## src/logic/cpspc_map.svh

```systemverilog
// constants for the processing-state controller.
// assumes a single 20 MHz clock and an active-low asynchronous reset.
`ifndef CPSPC_MAP_SVH
`define CPSPC_MAP_SVH
`define CPSPC_VEC_POR_PC 32'h0000_0000
`define CPSPC_VEC_POR_SP 32'h0000_0004
`define CPSPC_VEC_MAN_PC 32'h0000_0008
`define CPSPC_VEC_MAN_SP 32'h0000_000C
`define CPSPC_VEC_NMI 32'h0000_002C
`define CPSPC_VEC_DMAERR 32'h0000_0028
`define CPSPC_MASK_ALL 4'hF
`define CPSPC_OSC_STAB_NS 10000
`define CPSPC_CLK_NS 50
`define CPSPC_OSC_STAB_CYC ((`CPSPC_OSC_STAB_NS + `CPSPC_CLK_NS - 1) / `CPSPC_CLK_NS)
`endif

```

## src/logic/cpspc_pkg.sv

```systemverilog
// types for the processing-state controller.
// assumes cpspc_map.svh supplies the numbers.
package cpspc_pkg;
   typedef enum logic [2:0] {
      ST_RESET = 3'h0,
      ST_EXCEPT = 3'h1,
      ST_BUSREL = 3'h2,
      ST_EXEC = 3'h3,
      ST_SLEEP = 3'h4,
      ST_STANDBY = 3'h5
   } cpspc_state_t;
   typedef enum logic [2:0] {
      EX_RST_PC = 3'h0,
      EX_RST_SP = 3'h1,
      EX_PUSH_PC = 3'h2,
      EX_PUSH_SR = 3'h3,
      EX_VEC = 3'h4,
      EX_DONE = 3'h5
   } cpspc_ex_t;
endpackage

```

## src/logic/cpspc_ctrl.sv

```systemverilog
// processing-state controller: reset kind, exception entry steps,
// sleep/standby power-down and bus release.
// assumes the core performs each requested memory step in one cycle.
`timescale 1ns/1ps
`include "cpspc_map.svh"
module cpspc_ctrl (
   input wire logic CLK_IN,
   input wire logic RESET_N_IN,
   input wire logic CHIP_INIT_PIN_N_IN,
   input wire logic NMI_IN,
   input wire logic IRQ_IN,
   input wire logic DMA_ADDR_ERR_IN,
   input wire logic HALT_EXEC_IN,
   input wire logic DEEP_HALT_SELECT_IN,
   input wire logic PIN_FLOAT_SELECT_IN,
   input wire logic BUS_REQ_IN,
   output logic [2:0] STATE_OUT,
   output logic BUS_GRANT_OUT,
   output logic CPU_RUN_OUT,
   output logic CPU_INIT_OUT,
   output logic PERIPH_INIT_OUT,
   output logic BUS_UNIT_INIT_OUT,
   output logic PERIPH_HALT_OUT,
   output logic OSC_STOP_OUT,
   output logic PIN_FLOAT_OUT,
   output logic MEM_REQ_OUT,
   output logic MEM_WRITE_OUT,
   output logic [31:0] MEM_ADDR_OUT,
   output logic VBR_CLEAR_OUT,
   output logic MASK_LOAD_OUT,
   output logic [3:0] IRQ_MASK_LEVEL_OUT
);
   localparam int STAB = `CPSPC_OSC_STAB_CYC;
   localparam logic [15:0] STAB_CNT = 16'(STAB);

   // ----------------------------------------------------------------
   // input synchronisers
   // ----------------------------------------------------------------
   logic rst_s1_reg, rst_s2_reg;
   logic nmi_s1_reg, nmi_s2_reg, nmi_s3_reg;
   logic req_s1_reg, req_s2_reg;
   always_ff @(posedge CLK_IN or negedge RESET_N_IN) begin
      if (!RESET_N_IN) begin
         rst_s1_reg <= 1'b0;
         rst_s2_reg <= 1'b0;
         nmi_s1_reg <= 1'b1;
         nmi_s2_reg <= 1'b1;
         nmi_s3_reg <= 1'b1;
         req_s1_reg <= 1'b0;
         req_s2_reg <= 1'b0;
      end else begin
         rst_s1_reg <= CHIP_INIT_PIN_N_IN;
         rst_s2_reg <= rst_s1_reg;
         nmi_s1_reg <= NMI_IN;
         nmi_s2_reg <= nmi_s1_reg;
         nmi_s3_reg <= nmi_s2_reg;
         req_s1_reg <= BUS_REQ_IN;
         req_s2_reg <= req_s1_reg;
      end
   end
   // nmi starts high: a low start would read as a manual reset and a false rise
   wire logic pin_rst_n = rst_s2_reg;
   wire logic nmi_lvl = nmi_s2_reg;
   wire logic nmi_prev = nmi_s3_reg;
   wire logic bus_req = req_s2_reg;
   wire logic nmi_rise = nmi_lvl && !nmi_prev;

   // ----------------------------------------------------------------
   // state machine
   // ----------------------------------------------------------------
   cpspc_pkg::cpspc_state_t state_reg, state_next;
   cpspc_pkg::cpspc_ex_t ex_reg, ex_next;
   logic manual_reg;
   logic is_reset_ex_reg;
   logic [31:0] vec_reg;
   logic [15:0] stab_reg;

   always_comb begin
      state_next = state_reg;
      unique case (state_reg)
         cpspc_pkg::ST_RESET: begin
            if (pin_rst_n)
               state_next = cpspc_pkg::ST_EXCEPT;
         end
         cpspc_pkg::ST_EXCEPT: begin
            if (ex_reg == cpspc_pkg::EX_DONE)
               state_next = cpspc_pkg::ST_EXEC;
         end
         cpspc_pkg::ST_EXEC: begin
            if (bus_req)
               state_next = cpspc_pkg::ST_BUSREL;
            else if (IRQ_IN || nmi_rise || DMA_ADDR_ERR_IN)
               state_next = cpspc_pkg::ST_EXCEPT;
            else if (HALT_EXEC_IN && !DEEP_HALT_SELECT_IN)
               state_next = cpspc_pkg::ST_SLEEP;
            else if (HALT_EXEC_IN && DEEP_HALT_SELECT_IN)
               state_next = cpspc_pkg::ST_STANDBY;
         end
         cpspc_pkg::ST_BUSREL: begin
            if (!bus_req)
               state_next = cpspc_pkg::ST_EXEC;
         end
         cpspc_pkg::ST_SLEEP: begin
            if (IRQ_IN || nmi_rise || DMA_ADDR_ERR_IN)
               state_next = cpspc_pkg::ST_EXCEPT;
         end
         cpspc_pkg::ST_STANDBY: begin
            if (stab_reg == 16'h0001)
               state_next = cpspc_pkg::ST_EXCEPT;
         end
         default: state_next = cpspc_pkg::ST_RESET;
      endcase
      if (!pin_rst_n)
         state_next = cpspc_pkg::ST_RESET;
   end

   always_ff @(posedge CLK_IN or negedge RESET_N_IN) begin
      if (!RESET_N_IN)
         state_reg <= cpspc_pkg::ST_RESET;
      else
         state_reg <= state_next;
   end

   // reset kind is latched from nmi while the reset pin is low
   always_ff @(posedge CLK_IN or negedge RESET_N_IN) begin
      if (!RESET_N_IN)
         manual_reg <= 1'b0;
      else if (!pin_rst_n)
         manual_reg <= !nmi_lvl;
   end

   // stabilisation counter; started by the nmi that wakes standby
   always_ff @(posedge CLK_IN or negedge RESET_N_IN) begin
      if (!RESET_N_IN)
         stab_reg <= 16'h0000;
      else if (state_reg == cpspc_pkg::ST_STANDBY && stab_reg == 16'h0000 && nmi_rise)
         stab_reg <= STAB_CNT;
      else if (state_reg != cpspc_pkg::ST_STANDBY)
         stab_reg <= 16'h0000;
      else if (stab_reg != 16'h0000)
         stab_reg <= stab_reg - 16'h0001;
   end

   // ----------------------------------------------------------------
   // exception step sequencer
   // ----------------------------------------------------------------
   always_comb begin
      ex_next = ex_reg;
      unique case (ex_reg)
         cpspc_pkg::EX_RST_PC: ex_next = cpspc_pkg::EX_RST_SP;
         cpspc_pkg::EX_RST_SP: ex_next = cpspc_pkg::EX_DONE;
         cpspc_pkg::EX_PUSH_PC: ex_next = cpspc_pkg::EX_PUSH_SR;
         cpspc_pkg::EX_PUSH_SR: ex_next = cpspc_pkg::EX_VEC;
         cpspc_pkg::EX_VEC: ex_next = cpspc_pkg::EX_DONE;
         cpspc_pkg::EX_DONE: ex_next = cpspc_pkg::EX_DONE;
         default: ex_next = cpspc_pkg::EX_DONE;
      endcase
      if (state_reg != cpspc_pkg::ST_EXCEPT)
         ex_next = (state_next == cpspc_pkg::ST_EXCEPT && state_reg != cpspc_pkg::ST_RESET)
            ? cpspc_pkg::EX_PUSH_PC : cpspc_pkg::EX_RST_PC;
   end

   always_ff @(posedge CLK_IN or negedge RESET_N_IN) begin
      if (!RESET_N_IN)
         ex_reg <= cpspc_pkg::EX_RST_PC;
      else
         ex_reg <= ex_next;
   end

   always_ff @(posedge CLK_IN or negedge RESET_N_IN) begin
      if (!RESET_N_IN)
         is_reset_ex_reg <= 1'b1;
      else if (state_reg != cpspc_pkg::ST_EXCEPT)
         is_reset_ex_reg <= (state_reg == cpspc_pkg::ST_RESET);
   end

   // vector chosen at exception entry; dma error outranks irq and nmi
   always_ff @(posedge CLK_IN or negedge RESET_N_IN) begin
      if (!RESET_N_IN)
         vec_reg <= `CPSPC_VEC_POR_PC;
      else if (state_reg != cpspc_pkg::ST_EXCEPT) begin
         if (DMA_ADDR_ERR_IN)
            vec_reg <= `CPSPC_VEC_DMAERR;
         else
            vec_reg <= `CPSPC_VEC_NMI;
      end
   end

   // ----------------------------------------------------------------
   // memory step outputs
   // ----------------------------------------------------------------
   always_ff @(posedge CLK_IN or negedge RESET_N_IN) begin
      if (!RESET_N_IN) begin
         MEM_REQ_OUT <= 1'b0;
         MEM_WRITE_OUT <= 1'b0;
         MEM_ADDR_OUT <= 32'h0000_0000;
      end else begin
         MEM_REQ_OUT <= (state_next == cpspc_pkg::ST_EXCEPT) && (ex_next != cpspc_pkg::EX_DONE);
         MEM_WRITE_OUT <= (ex_next == cpspc_pkg::EX_PUSH_PC) ||
            (ex_next == cpspc_pkg::EX_PUSH_SR);
         unique case (ex_next)
            cpspc_pkg::EX_RST_PC:
               MEM_ADDR_OUT <= manual_reg ? `CPSPC_VEC_MAN_PC : `CPSPC_VEC_POR_PC;
            cpspc_pkg::EX_RST_SP:
               MEM_ADDR_OUT <= manual_reg ? `CPSPC_VEC_MAN_SP : `CPSPC_VEC_POR_SP;
            cpspc_pkg::EX_VEC: MEM_ADDR_OUT <= vec_reg;
            default: MEM_ADDR_OUT <= 32'h0000_0000;
         endcase
      end
   end

   // mask and vector base are loaded once, at the end of reset processing
   wire logic rst_done = is_reset_ex_reg && ex_reg == cpspc_pkg::EX_RST_SP;
   always_ff @(posedge CLK_IN or negedge RESET_N_IN) begin
      if (!RESET_N_IN) begin
         VBR_CLEAR_OUT <= 1'b0;
         MASK_LOAD_OUT <= 1'b0;
         IRQ_MASK_LEVEL_OUT <= 4'h0;
      end else begin
         VBR_CLEAR_OUT <= rst_done;
         MASK_LOAD_OUT <= rst_done;
         if (state_reg == cpspc_pkg::ST_RESET)
            IRQ_MASK_LEVEL_OUT <= 4'h0;
         else if (rst_done)
            IRQ_MASK_LEVEL_OUT <= `CPSPC_MASK_ALL;
      end
   end

   // ----------------------------------------------------------------
   // power and init outputs
   // ----------------------------------------------------------------
   wire logic in_rst = (state_reg == cpspc_pkg::ST_RESET);
   wire logic in_sby = (state_reg == cpspc_pkg::ST_STANDBY);
   assign STATE_OUT = state_reg;
   assign BUS_GRANT_OUT = (state_reg == cpspc_pkg::ST_BUSREL);
   assign CPU_RUN_OUT = (state_reg == cpspc_pkg::ST_EXEC);
   assign CPU_INIT_OUT = in_rst;
   assign PERIPH_INIT_OUT = in_rst || in_sby;
   // bus unit left alone on manual reset so refresh goes on
   assign BUS_UNIT_INIT_OUT = in_rst && !manual_reg;
   // peripherals only halt in standby, sleep leaves them running
   assign PERIPH_HALT_OUT = in_sby;
   assign OSC_STOP_OUT = in_sby && stab_reg == 16'h0000;
   assign PIN_FLOAT_OUT = in_sby && PIN_FLOAT_SELECT_IN;
endmodule

```

## config.mk

```make
export PLATFORM = sky130hd
export DESIGN_NAME = cpspc_ctrl
export DESIGN_NICKNAME = d
export VERILOG_FILES = /design/src/logic/cpspc_pkg.sv /design/src/logic/cpspc_ctrl.sv
export VERILOG_INCLUDE_DIRS = /design/src /design/src/logic
export SDC_FILE = /design/constraint.sdc
export NUM_CORES = 1
export LEC_CHECK = 0
export ABC_AREA = 1
export ABC_CLOCK_PERIOD_IN_PS = 3600
export BUFFER_PORTS_ARGS = -buffer_cell sky130_fd_sc_hd__clkbuf_2
export CAP_MARGIN = 20
export CORE_ASPECT_RATIO = 1.5
export CORE_MARGIN = 1.5
export CORE_UTILIZATION = 50
export CTS_CLUSTER_DIAMETER = 150
export DETAILED_ROUTE_END_ITERATION = 8
export HOLD_SLACK_MARGIN = 0.1
export PLACE_DENSITY = 0.84
export SKIP_LAST_GASP = 1
export SLEW_MARGIN = 10
export SYNTH_ARGS = -nofsm -noshare
export SYNTH_HDL_FRONTEND = slang
export SYNTH_SLANG_ARGS = --single-unit
```

## constraint.sdc

```tcl
create_clock -name CLK_IN -period 3.6 [get_ports CLK_IN]
set_clock_uncertainty 0.2 [all_clocks]
set_input_delay 0.54 -clock CLK_IN [delete_from_list [all_inputs] [get_ports CLK_IN]]
set_output_delay 0.54 -clock CLK_IN [all_outputs]
set_load 0.02 [all_outputs]
```

; Word-level counts from Yosys, hierarchy flattened
; Cells that the tools add are included.
[totals]
n_memories = 0
elab_cells = 85
mem_bits_rw = 0
mem_bits_ro = 0
register_bits = 102
inputBits = 10
latch_bits = 0
out_inout_bits = 51
[classes]
magnitude_cmp = 0
div = 0
n_mux = 22
eq_ne = 18
multipliers = 0
bitwise = 0
shift = 0
reduce_logical = 26
addsub = 1
[op_table]
columns = operator, n
row1 = one-hot mux 32 bit (3 select lines), 1
row2 = two-way mux 16 bit, 3
row3 = two-way mux 3 bit, 11
row4 = "== test 3 x 2 -> 1 bit, second input constant", 6
row5 = one-hot mux 3 bit (6 select lines), 1
row6 = "== test 16 x 1 -> 1 bit, second input constant", 1
row7 = logical NOT 16 bit, 1
row8 = two-way mux 4 bit, 4
row9 = nonzero test 16 bit, 1
row10 = "subtractor 16 x 1 -> 16 bit, second input constant", 1
row11 = "== test 3 x 1 -> 1 bit, second input constant", 4
row12 = "== test 3 bit, second input constant", 4
row13 = logical AND 1 bit, 10
row14 = logical NOT 3 bit, 3
row15 = one-hot mux 3 bit (3 select lines), 1
row16 = "!= test 3 bit, second input constant", 2
row17 = nonzero test 3 bit, 2
row18 = logical NOT 1 bit, 4
row19 = logical OR 1 bit, 4
row20 = "!= test 3 x 1 -> 1 bit, second input constant", 1
row21 = two-way mux 2 bit, 1
row22 = nonzero test 2 bit, 1

; Longest topological paths before layout
[logic_depth]
word_depth = 14
depth_mapped = 12
ltp_nobuf = 12

; Worst setup path before layout
; No wires, ideal clock.
[synth_path]
kind = register to output
start = register state_reg[2], in the netlist STATE_OUT[2]
end = output port BUS_UNIT_INIT_OUT
n_path_buf = 0
path_slack_ns = 1.359
required_time_ns = 2.860
t_arrival_ns = 1.501
path_stages_with_launch = 6
path_cell_list = dfrtp_1 nor2_1 inv_1 nor2_1 inv_1 nor2_1
[synth_between]
elab_chain_len = 2
[synth_rtl]
columns = element, line
row1 = start: declaration, cpspc_ctrl.sv:71  ; cpspc_pkg::cpspc_state_t state_reg, state_next;
row2 = start signal: assignment, cpspc_ctrl.sv:119  ; state_reg <= cpspc_pkg::ST_RESET;
row3 = start signal: assignment, cpspc_ctrl.sv:121  ; state_reg <= state_next;
row4 = logical NOT 3 bit, cpspc_ctrl.sv:232  ; wire logic in_rst = (state_reg == cpspc_pkg::ST_RESET);
row5 = net CPU_INIT_OUT, cpspc_ctrl.sv:20  ; output logic CPU_INIT_OUT,
row6 = logical AND 1 bit, cpspc_ctrl.sv:240  ; assign BUS_UNIT_INIT_OUT = in_rst && !manual_reg;
row7 = end: declaration, cpspc_ctrl.sv:22  ; output logic BUS_UNIT_INIT_OUT,
; The timed path passes the listed nets, and every way through them passes these cells.

; Worst setup path after layout
[layout_path]
start = register stab_reg[0]
end = output port OSC_STOP_OUT
[layout_between]
elab_chain_len = 2
[layout_rtl]
columns = element, line
row1 = start: declaration, cpspc_ctrl.sv:76  ; logic [15:0] stab_reg;
row2 = start signal: assignment, cpspc_ctrl.sv:141  ; stab_reg <= stab_reg - 16'h0001;
row3 = logical NOT 16 bit, cpspc_ctrl.sv:243  ; assign OSC_STOP_OUT = in_sby && stab_reg == 16'h0000;
row4 = logical AND 1 bit, cpspc_ctrl.sv:243
row5 = end: declaration, cpspc_ctrl.sv:24  ; output logic OSC_STOP_OUT,
; Every way passes these cells.

==> key figures <==
Synthesis
  – Yosys warns: 0
  – Sequential element share of the synthesized area: 0.451
  – Primary FF master, synth: dfrtp_1
  – Most frequent cell after synthesis: nand2_1
  – Synth area leader: dfrtp_1
  – Async set-reset flop share out of synthesis: 1.00
  – #FFs+latches synth: 40
  – Syn_area_per_cell: 8.33 µm²
  – Post-synth EDFFs: 0
  – Share of Yosys cell area claimed by the top area cell type: 0.404
  – Synth top area cells: dfrtp_1, buf_4, nand2_1
  – Post-synth top cells: nand2_1, nor2_1, dfrtp_1
  – Cell area after synthesis: 2230 µm²
  – Syn Inst Count: 268
  – Synth cell types: 35

Status
  – Status: complete, no violations

Route
  – Via count: 1675
  – WL per Instance: 11.4 µm
  – Routed wire length: 3.95 mm
  – DRC: 0
  – Detailed Route Iter0 Violations: 41
  – Post-route ant nets: 0
  – Vias per cell: 4.81
  – TritonRoute pass-1 iters: 4

Clock network
  – Total CTS buffers: 5
  – Clock Latency Late Sink: 0.29 ns
  – Post_cts resized: 0
  – Clock root buffer master: clkbuf_8
  – CTS tree: built
  – CTS max path bufs: 2
  – CTS H-tree depth: 2
  – Worst-path clk slew: 0.07 ns
  – Clock Sinks: 40

Min path
  – Worst hold path class: in2reg
  – Hold depth: 1
  – Worst hold start: NMI_IN
  – Min-Delay Endpoint: nmi_s1_reg

Timing
  – Tmin final: 2.36 ns
  – Fmax: 423 MHz
  – RSZ-0062 raised after global routing: false
  – Final hold violation count: 0
  – Tcrit/Tclk final: 0.657
  – Setup violators final: 0
  – Final worst setup slack: 1.24 ns
  – Fin Setup TNS: 0 ns
  – Fin. max-slew vios: 0

Worst setup path
  – Most frequent CP cell: nand2_1
  – Worst EP arrival: 1.62 ns
  – Slowest stage delay, CP: 0.38 ns
  – CP Capture Type: primary output
  – Worst setup startpoint: stab_reg[0]
  – Max Fanout on Critical Path: 5
  – CP Launch Type: flip-flop
  – FF-to-FF setup slack: 1.77 ns
  – Worst R2R End: stab_reg[12]
  – R2R cell count: 8
  – Reg-to-reg startpoint: stab_reg[0]
  – Worst path required time: 2.86 ns
  – CP Class: reg2out
  – Crit path cell chain: inv_1 -> ha_1 -> nand2_1 -> nor2_1 -> nand2_1 -> nor2_4 -> clkbuf_2
  – Slowest-stage cell, CP: dfrtp_1

Place
  – Worst slack, placed: 1.56 ns
  – Port Buffer Count: 31
  – HPWL after DPL: 3.03 mm
  – Placer Congestion: 0.812

Power
  – Register share of total power: 0.522
  – VDD IR-drop max: 0.330 mV
  – Combinational Power Share: 0.145
  – Switch Pwr: 266 µW
  – Pwr dens: 384 nW/µm²
  – Clock network power share: 0.333
  – Leak pwr: 1.40 nW
  – Switch share: 0.287
  – Internal Power: 660 µW

Layout
  – Final net count: 314
  – Filler Cell Count: 382
  – Diode count: 0
  – Max reg flops: 16
  – Layout cell share with drive strength beyond 1: 0.225
  – Area Overhead vs Synth: 7.85%

Global routing
  – GRT Util Overall: 0.179
  – Vias in the first global route: 1672
  – Antenna violations before repair: 0
  – GRT overflow: 0
  – Largest net degree at the start of global routing: 41
  – Global-route wire length before repair: 6.78 mm

Run
  – Max cap viols: 0

Die
  – CORE AREA: 4250 µm²
  – FP Rows: 29
  – Die Area: 4880 µm²
  – IO Pins: 61
  – Die span in x: 57.6 µm
  – Initial core utilization: 0.526
  – Die span in y: 84.8 µm
-- worst max-delay path by stage --
stage	end	cells after the start
floorplan	BUS_UNIT_INIT_OUT	5
global route	OSC_STOP_OUT	7
finish	OSC_STOP_OUT	7
global placement	OSC_STOP_OUT	7
CTS	OSC_STOP_OUT	7
detailed placement	OSC_STOP_OUT	7
-- placed cells by master, fill, tap and decap left out, types with 6 or more instances in the layout --
| cell | n |
|---|---|
| clkbuf_8 | 6 |
| nor2_1 | 38 |
| a21oi_1 | 8 |
| clkbuf_2 | 31 |
| inv_2 | 6 |
| inv_1 | 32 |
| nand3_1 | 8 |
| dfrtp_1 | 36 |
| conb_1 | 29 |
| nand2_1 | 43 |
| nand2_2 | 6 |
-- kinds of logic (layout without fill, tap and decap cells) --
group,after synthesis,count (layout),share of synthesized area
simple gates,119,119,0.256
buf+inv,74,80,0.185
flops,40,40,0.451
compound gates,25,25,0.0667
xor+xnor,6,6,0.0235
fa+ha+maj,3,3,0.0168
other cells,1,29,0.00168
-- worst max-delay path: cells and delay by family (launching register included) --
family,cells,cell delay (ns)
AND/OR/NAND/NOR,4,0.42
flip-flops,1,0.38
buffers and inverters,2,0.33
adder cells (fa/ha/maj),1,0.21
-- layout make-up --
cell class,instances,area (µm²),area share
Tap cell,46,57.6,0.0239
Sequential cell,40,1010,0.418
Inverter,39,146,0.0608
Clock buffer,7,86.3,0.0359
Multi-Input combinational cell,182,918,0.381
Timing Repair Buffer,33,185,0.0769
Clock inverter,1,7.51,0.00312
-- power groups by stage --
stage	sequential (mW)	clock (mW)	combinational (mW)
floorplan	0.500	0	0.114
global placement	0.491	0	0.130
detailed placement	0.492	0	0.132
CTS	0.483	0.319	0.132
global route	0.486	0.335	0.149
finish	0.483	0.308	0.134
-- routing by layer --
layer  up-vias  wire length, µm  part of all wire  global-route usage
li1        833                -                 -                   -
met1       783             1570              0.40               0.191
met2        53             2120              0.54               0.329
met3         6              213             0.054              0.0427
met4         0               57             0.014              0.0719
met5         -                0                 0                   0
-- stage by stage --
stage	utilization	power [mW]	hold slack (ns)	instance area, µm²	cells
3_5_place_dp	0.538	0.623	0.136	2280	338
2_1_floorplan	-	0.614	0.0444	2340	296
3_3_place_gp	0.538	0.621	0.132	2280	338
4_1_cts	0.560	0.934	0.112	2380	346
6_report	0.567	0.925	0.125	2410	348
5_1_grt	0.567	0.969	0.116	2410	348
-- timing repair --
item | in CTS | in global routing
hold endpoints to repair | 0 | 6
setup endpoints to repair | 0 | 0
hold buffers | 0 | 1
setup buffers | 0 | 0
(Power assumes the default switching activity.)
